[src/rtl/reoreg_cfg.svh]
/*
  Register offsets, field positions, reset values and widths for the rail
  override register bank. Assumes inclusion by bare name from the design files.
*/
`ifndef REOREG_CFG_SVH
`define REOREG_CFG_SVH
`define REO_ADDR_W 8
`define REO_DATA_W 8
`define REO_OFF_FIRST 8'ha0
`define REO_OFF_SECOND 8'ha1
`define REO_RESET_FIRST 8'h00
`define REO_RESET_SECOND 8'h00
`define REO_NUM_FIRST 8
`define REO_NUM_FORCE2 4
`define REO_NUM_GPO 4
`define REO_GPO_LSB 4
`define REO_TERM_BIT 3
`define REO_SHARED_BIT 2
`define REO_SWB_BIT 1
`define REO_LDOC_BIT 0
`define REO_NUM_RAILS 13
`define REO_OPEN_DRAIN_ONLY 3
`endif

[src/rtl/reoreg_pkg.sv]
/*
  Types shared by the rail override register bank.
  Assumes the configuration header supplies the widths.
*/
`include "reoreg_cfg.svh"
package reoreg_pkg;
  typedef struct packed {
    logic wr;
    logic rd;
    logic [`REO_ADDR_W-1:0] addr;
    logic [`REO_DATA_W-1:0] wdata;
  } reo_req_t;
  typedef struct packed {
    logic [`REO_NUM_GPO-1:0] out;
    logic [`REO_NUM_GPO-1:0] oe_n;
  } reo_gpo_t;
  typedef enum logic [0:0] {
    REO_SLOT_SWITCH,
    REO_SLOT_LDO
  } reo_slot_t;
endpackage

[src/rtl/reoreg_top.sv]
/*
  Rail override register bank: two host registers that force rails on and set
  register-driven output levels. Assumes the serial interface decoder hands in
  one-cycle read/write strobes on clk, and that kill bits and power-good
  chains arrive from the companion logic on the same clock.
*/
`timescale 1ns/10ps
`include "reoreg_cfg.svh"
// Notes on behaviour
// - first register at a0, eight rail force bits
// - second register at a1, levels and four forces
// - override clear: pin or power-good controls rail
// - override set: rail on unless kill clear
// - shared bit targets switch or LDO strap
// - termination force bit obeys termination kill
// - level bit drives register-controlled output pin
// - output four is open-drain only
// - outputs one to three open-drain or push-pull
// - tree-driven output ignores level, defaults zero
// - kill bit low turns rail off
module reoreg_top #(
  parameter logic [`REO_DATA_W-1:0] RESET_FIRST = `REO_RESET_FIRST,
  parameter logic [`REO_DATA_W-1:0] RESET_SECOND = `REO_RESET_SECOND
) (
  input wire logic clk,
  input wire logic reset_n,
  input wire reoreg_pkg::reo_req_t req,
  output logic [`REO_DATA_W-1:0] rdata,
  output logic rvalid,
  input wire reoreg_pkg::reo_slot_t slot_sel,
  input wire logic [`REO_NUM_RAILS-1:0] kill_n,
  input wire logic [`REO_NUM_RAILS-1:0] ctl_pin_en,
  input wire logic [`REO_NUM_RAILS-1:0] pg_chain_en,
  input wire logic [`REO_NUM_GPO-1:0] gpo_reg_ctrl,
  input wire logic [`REO_NUM_GPO-1:0] gpo_push_pull,
  input wire logic [`REO_NUM_GPO-1:0] gpo_pg_tree,
  output logic [`REO_NUM_RAILS-1:0] rail_en,
  output reoreg_pkg::reo_gpo_t gpo
);
  // Rail index map: 0..5 step-down 1..6, 6 switch a, 7 LDO b, 8 LDO c,
  // 9 switch b, 10 switch c, 11 LDO a, 12 termination.
  localparam int R_LDOC = 8;
  localparam int R_SWB = 9;
  localparam int R_SWC = 10;
  localparam int R_LDOA = 11;
  localparam int R_TERM = 12;

  logic [`REO_DATA_W-1:0] first_r;
  logic [`REO_DATA_W-1:0] first_nxt;
  logic [`REO_DATA_W-1:0] second_r;
  logic [`REO_DATA_W-1:0] second_nxt;
  logic [`REO_DATA_W-1:0] rdata_r;
  logic [`REO_DATA_W-1:0] rdata_nxt;
  logic rvalid_r;
  logic rvalid_nxt;
  logic [`REO_NUM_RAILS-1:0] force_vec;
  logic [`REO_NUM_GPO-1:0] level_eff;

  function automatic logic hit(input logic [`REO_ADDR_W-1:0] a,
                               input logic [`REO_ADDR_W-1:0] off);
    hit = (a == off);
  endfunction

  always_comb begin
    first_nxt = first_r;
    second_nxt = second_r;
    if (req.wr && hit(req.addr, `REO_OFF_FIRST)) begin
      first_nxt = req.wdata;
    end
    if (req.wr && hit(req.addr, `REO_OFF_SECOND)) begin
      second_nxt = req.wdata;
    end
  end

  // Unmapped reads answer zero so the serial side always has a byte to shift.
  always_comb begin
    rvalid_nxt = req.rd;
    rdata_nxt = rdata_r;
    if (req.rd) begin
      if (hit(req.addr, `REO_OFF_FIRST)) begin
        rdata_nxt = first_r;
      end else if (hit(req.addr, `REO_OFF_SECOND)) begin
        rdata_nxt = second_r;
      end else begin
        rdata_nxt = 8'h00;
      end
    end
  end

  always_ff @(posedge clk) begin
    if (!reset_n) begin
      first_r <= RESET_FIRST;
      second_r <= RESET_SECOND;
      rdata_r <= 8'h00;
      rvalid_r <= 1'b0;
    end else begin
      first_r <= first_nxt;
      second_r <= second_nxt;
      rdata_r <= rdata_nxt;
      rvalid_r <= rvalid_nxt;
    end
  end

  assign rdata = rdata_r;
  assign rvalid = rvalid_r;

  // The shared bit only reaches the rail picked by the strap.
  always_comb begin
    force_vec = '0;
    force_vec[`REO_NUM_FIRST-1:0] = first_r;
    force_vec[R_LDOC] = second_r[`REO_LDOC_BIT];
    force_vec[R_SWB] = second_r[`REO_SWB_BIT];
    force_vec[R_SWC] = second_r[`REO_SHARED_BIT] &&
                       (slot_sel == reoreg_pkg::REO_SLOT_SWITCH);
    force_vec[R_LDOA] = second_r[`REO_SHARED_BIT] &&
                        (slot_sel == reoreg_pkg::REO_SLOT_LDO);
    force_vec[R_TERM] = second_r[`REO_TERM_BIT];
  end

  genvar g;
  generate
    for (g = 0; g < `REO_NUM_RAILS; g++) begin : g_rail
      reoreg_rail_gate u_gate (
        .clk(clk),
        .reset_n(reset_n),
        .force_on(force_vec[g]),
        .keep_n(kill_n[g]),
        .pin_en(ctl_pin_en[g]),
        .pg_en(pg_chain_en[g]),
        .rail_en(rail_en[g])
      );
    end
  endgenerate

  assign level_eff = second_r[`REO_GPO_LSB +: `REO_NUM_GPO];

  reoreg_gpo_drv #(
    .N(`REO_NUM_GPO)
  ) u_gpo (
    .clk(clk),
    .reset_n(reset_n),
    .level(level_eff),
    .reg_ctrl(gpo_reg_ctrl),
    .push_pull(gpo_push_pull),
    .pg_tree(gpo_pg_tree),
    .gpo(gpo)
  );
endmodule

[src/rtl/reoreg_rail_gate.sv]
/*
  Enable arbitration for one rail: kill, then force-on, then pin or power-good.
  Assumes all inputs are on clk and already synchronised.
*/
`timescale 1ns/10ps
module reoreg_rail_gate (
  input wire logic clk,
  input wire logic reset_n,
  input wire logic force_on,
  input wire logic keep_n,
  input wire logic pin_en,
  input wire logic pg_en,
  output logic rail_en
);
  logic en_r;
  logic en_nxt;

  always_comb begin
    if (!keep_n) begin
      en_nxt = 1'b0;
    end else if (force_on) begin
      en_nxt = 1'b1;
    end else begin
      en_nxt = pin_en | pg_en;
    end
  end

  always_ff @(posedge clk) begin
    if (!reset_n) begin
      en_r <= 1'b0;
    end else begin
      en_r <= en_nxt;
    end
  end

  assign rail_en = en_r;
endmodule

[src/rtl/reoreg_gpo_drv.sv]
/*
  Output stage for the four general-purpose outputs, register or power-good
  driven, open-drain or push-pull. Assumes straps are static after reset.
*/
`timescale 1ns/10ps
`include "reoreg_cfg.svh"
module reoreg_gpo_drv #(
  parameter int N = `REO_NUM_GPO
) (
  input wire logic clk,
  input wire logic reset_n,
  input wire logic [N-1:0] level,
  input wire logic [N-1:0] reg_ctrl,
  input wire logic [N-1:0] push_pull,
  input wire logic [N-1:0] pg_tree,
  output reoreg_pkg::reo_gpo_t gpo
);
  reoreg_pkg::reo_gpo_t gpo_r;
  reoreg_pkg::reo_gpo_t gpo_nxt;

  // The level field is fixed at four bits, so no other count can be served.
  if (N != `REO_NUM_GPO) begin : g_bad_count
    $error("gpo count must match the register field");
  end

  always_comb begin
    gpo_nxt = '0;
    for (int i = 0; i < N; i++) begin
      logic v;
      logic pp;
      v = reg_ctrl[i] ? level[i] : pg_tree[i];
      pp = push_pull[i] & (i != `REO_OPEN_DRAIN_ONLY);
      gpo_nxt.out[i] = pp ? v : 1'b0;
      gpo_nxt.oe_n[i] = pp ? 1'b0 : v;
    end
  end

  always_ff @(posedge clk) begin
    if (!reset_n) begin
      gpo_r <= '{out: '0, oe_n: '1};
    end else begin
      gpo_r <= gpo_nxt;
    end
  end

  assign gpo = gpo_r;
endmodule

[config.mk]
export PLATFORM = sky130hd
export DESIGN_NAME = reoreg_top
export DESIGN_NICKNAME = d
export VERILOG_FILES = /design/src/rtl/reoreg_pkg.sv /design/src/rtl/reoreg_top.sv /design/src/rtl/reoreg_rail_gate.sv /design/src/rtl/reoreg_gpo_drv.sv
export VERILOG_INCLUDE_DIRS = /design/src /design/src/rtl
export SDC_FILE = /design/constraint.sdc
export NUM_CORES = 1
export LEC_CHECK = 0
export BUFFER_PORTS_ARGS = -buffer_cell sky130_fd_sc_hd__buf_2
export CORE_UTILIZATION = 47
export DETAILED_ROUTE_END_ITERATION = 12
export GPL_TIMING_DRIVEN = 0
export HOLD_SLACK_MARGIN = 0.03
export PLACE_DENSITY = 0.89
export SLEW_MARGIN = 40
export SYNTH_ARGS = -nofsm -noshare
export SYNTH_HDL_FRONTEND = slang
export SYNTH_SLANG_ARGS = --single-unit
[constraint.sdc]
create_clock -name clk -period 3.5 [get_ports clk]
set_clock_uncertainty 0.05 [all_clocks]
set_input_delay 0.175 -clock clk [delete_from_list [all_inputs] [get_ports clk]]
set_output_delay 0.175 -clock clk [all_outputs]
set_load 0.01 [all_outputs]
==> impl_metrics.csv <==
group,metric,value,unit
grt,grt_use_met1,0.247,
synthesis,yosys-mux-area-fraction,0.157,
routing,drt_first_iter_violations,63,
synthesis,synth_nets,248,
clocking,ctsResizeCount,0,
sta,tightest_slew,0.691,ns
sta,setup_viol,0,
sta,max_slew_margin,0.537,
routing,vias,1623,
job,drv_cap,0,
floorplan,dieArea,4180,sq um
place,port_buffers,97,
place,dp_cells,321,
worst_setup_path,critPathMaxStageDelay,0.59,ns
finish,antenna_cells,0,
sta,finalCritPeriodShare,0.362,
clocking,worstSkewPairLatency,0.29,ns
worst_setup_path,cp-start-kind,"primary input",
grt,globalRouteOverflowTotal,0,
synthesis,synth_cells,176,
synthesis,avgSynthCellArea,10.5,sq um
grt,antenna_found_initial,0,
floorplan,rows,22,
min_path,min_path_type,"in2reg",
synthesis,ys_seq_area_frac,0.488,
clocking,hold_buffers,1,
worst_setup_path,path_cells,"buf_2 > nor3b_2 > nand4b_1 > buf_4 > mux2i_1",
sta,slew_viol_final,0,
finish,area_growth,34.7,%
worst_setup_path,arrival,1.44,ns
pwr,powerDensity,382,nW/um^2
synthesis,syn-cell-area,1840,sq um
clocking,clock_path_buffers,2,
finish,stdcell_count,330,
worst_setup_path,timing.critical_path.required,3.67,ns
finish,regArea,901,sq um
synthesis,synth_fa_ha_area_frac,0,
routing,drc,0,
pwr,ir_drop,0.229,mV
worst_setup_path,critical_path_class,"in2reg",
sta,fmax,0.788,GHz
clocking,cts_sinks,45,
finish,layout-drive-gt1-share,0.461,
clocking,cts_tree,"yes",
grt,busiest_layer,"met2",
clocking,cts_setup_buffers,0,
synthesis,synthXorXnorAreaFrac,0,
grt,grt_pass1_wl,6780,um
synthesis,ys_warn_count,0,
grt,grt_start_max_net_pins,14,
place,place_hpwl,3160,um
sta,finalSetupTns,0,ns
sta,period_needed,1.27,ns
floorplan,io_pins,102,
floorplan,die_h,64.6,um
clocking,cts_buffers,5,
routing,firstDrtPassIters,4,
routing,wl_per_cell,12.7,um
routing,ant_nets,0,
routing,vias_per_cell,4.92,
grt,grtUsageTotal,0.215,
worst_setup_path,critPathMaxFanout,10,
sta,finalHoldViolCount,0,
finish,multiInputGateArea,800,sq um
pwr,p_leak,1.29,nW
floorplan,die_x,64.6,um
finish,final_nets,353,
synthesis,ys_ff_latch,45,
grt,grt_use_met3,0.0616,
synthesis,synth_top_family_by_area,"simple AND/OR/NAND/NOR gates",
floorplan,coreArea,3720,sq um
synthesis,synth_compound_gate_area_share,0.110,
grt,grtUsageMet2,0.366,
clocking,clk_pin_slew,0.08,ns
routing,routed_wl,4180,um
worst_setup_path,slowest_stage,"nor3b_2",
grt,grt_pass1_vias,1533,
sta,rsz0062_at_grt,"no",
finish,fill_cells,308,
status,status,"finished, final reports clean",
synthesis,yosysUniqueCellTypes,21,
floorplan,start_util,0.496,
place,gp_congestion,0.728,
worst_setup_path,endpoint_kind,"flop",
clocking,h-tree-depth,2,
synthesis,yosys.area_share.simple,0.164,
clocking,cts_root_buffer,"clkbuf_8",
## stage by stage
stage	hold slack [ns]	util	total power, W	worst slack [ns]	area [sq um]
6_report	0.0394	0.668	0.000949	2.23	2480
5_1_grt	0.0406	0.668	0.000992	2.06	2480
4_1_cts	0.0331	0.668	0.000955	2.22	2480
3_5_place_dp	0.345	0.643	0.000651	1.93	2390
3_3_place_gp	0.339	0.643	0.000648	1.97	2390
2_1_floorplan	0.240	-	0.000592	2.21	1840
## Yosys cell counts
cell type	instances	area, sq um
buf_4	15	113
clkbuf_1	7	26.3
nand4b_1	1	8.76
mux2_2	8	90.1
o311a_1	12	120
a21boi_0	8	60.1
nor3b_2	1	12.5
mux2i_1	20	200
dfxtp_1	45	901
and2_1	1	6.26
buf_2	1	5.00
conb_1	1	3.75
nand2b_1	8	50.1
a211oi_1	1	7.51
nor2b_1	1	6.26
nor4b_4	1	23.8
nor2_1	4	15.0
nand2_1	29	109
nand4_1	8	50.1
nand4_4	1	21.3
o21ai_0	3	15.0
## metal layers
layer | vias up | part of all wire | routed length, um
met3 | 5 | 0.062 | 260
met2 | 63 | 0.48 | 2020
met4 | 0 | 0.015 | 63
li1 | 820 | - | -
met1 | 735 | 0.44 | 1840
met5 | - | 0 | 0
## cell families (layout without fill, tap and decap cells)
kind of cell           Yosys count  after routing
and+or+nand+nor                 55             55
buffers and inverters           23            129
muxes                           28             28
other                            1              1
DFF                             45             45
AOI/OAI and AO/OA               24             24
## placed cells by master (no fill, tap or decap)
cell type and n:
mux2i_1 20, conb_1 1, and2_1 1, clkinvlp_4 1
clkbuf_1 9, nor4b_4 1, nand2b_1 8, buf_2 98
nand4b_1 1, nor2_1 4, nand2_1 29, nand4_1 8
mux2_2 8, dfxtp_1 45, nor3b_2 1, a21boi_0 8
nand4_4 1, o311a_1 12, a211oi_1 1, clkbuf_8 5
nor2b_1 1, buf_4 15, o21ai_0 3, dlygate4sd3_1 1
## state kept, by name, indices dropped and copies added (netlist names)
signal,cells
g_rail.u_gate.rail_en,13
first_r,8
rdata,8
second_r,8
u_gpo.gpo,7
rvalid,1
## final cells by class
| cell class | instances | area share |
|---|---|---|
| flip-flops and latches | 45 | 0.363 |
| well taps | 48 | 0.0242 |
| clock buffers | 7 | 0.0307 |
| plain buffers | 23 | 0.0579 |
| repair buffers | 98 | 0.199 |
| multi-input cells | 108 | 0.322 |
| clock inverters | 1 | 0.00302 |
## power breakdown
group / leakage (nW) / switching, W / internal [W]
Combinational: 0.889 / 0.0000496 / 0.0000626
Sequential: 0.367 / 0.00000281 / 0.000524
Clock: 0.0385 / 0.000169 / 0.000141
Total: 1.29 / 0.000221 / 0.000728
## path summary, 6_finish.rpt
kind | startpoint | endpoint | slack, ns | depth (start not counted)
max | req[14] | first_r[6] | 2.23 | 5
max reg2reg | first_r[4] | rdata[4] | 2.48 | 3
min | gpo_push_pull[1] | u_gpo.gpo[1] | 0.04 | 2
min reg2reg | rdata[1] | rdata[1] | 0.43 | 2
## worst max-delay path, delay by kind of cell
kind                   cells  cell delay [ns]
buffers and inverters      2             0.32
muxes                      1             0.19
and+or+nand+nor            2             0.75
(Power assumes the default switching activity.)
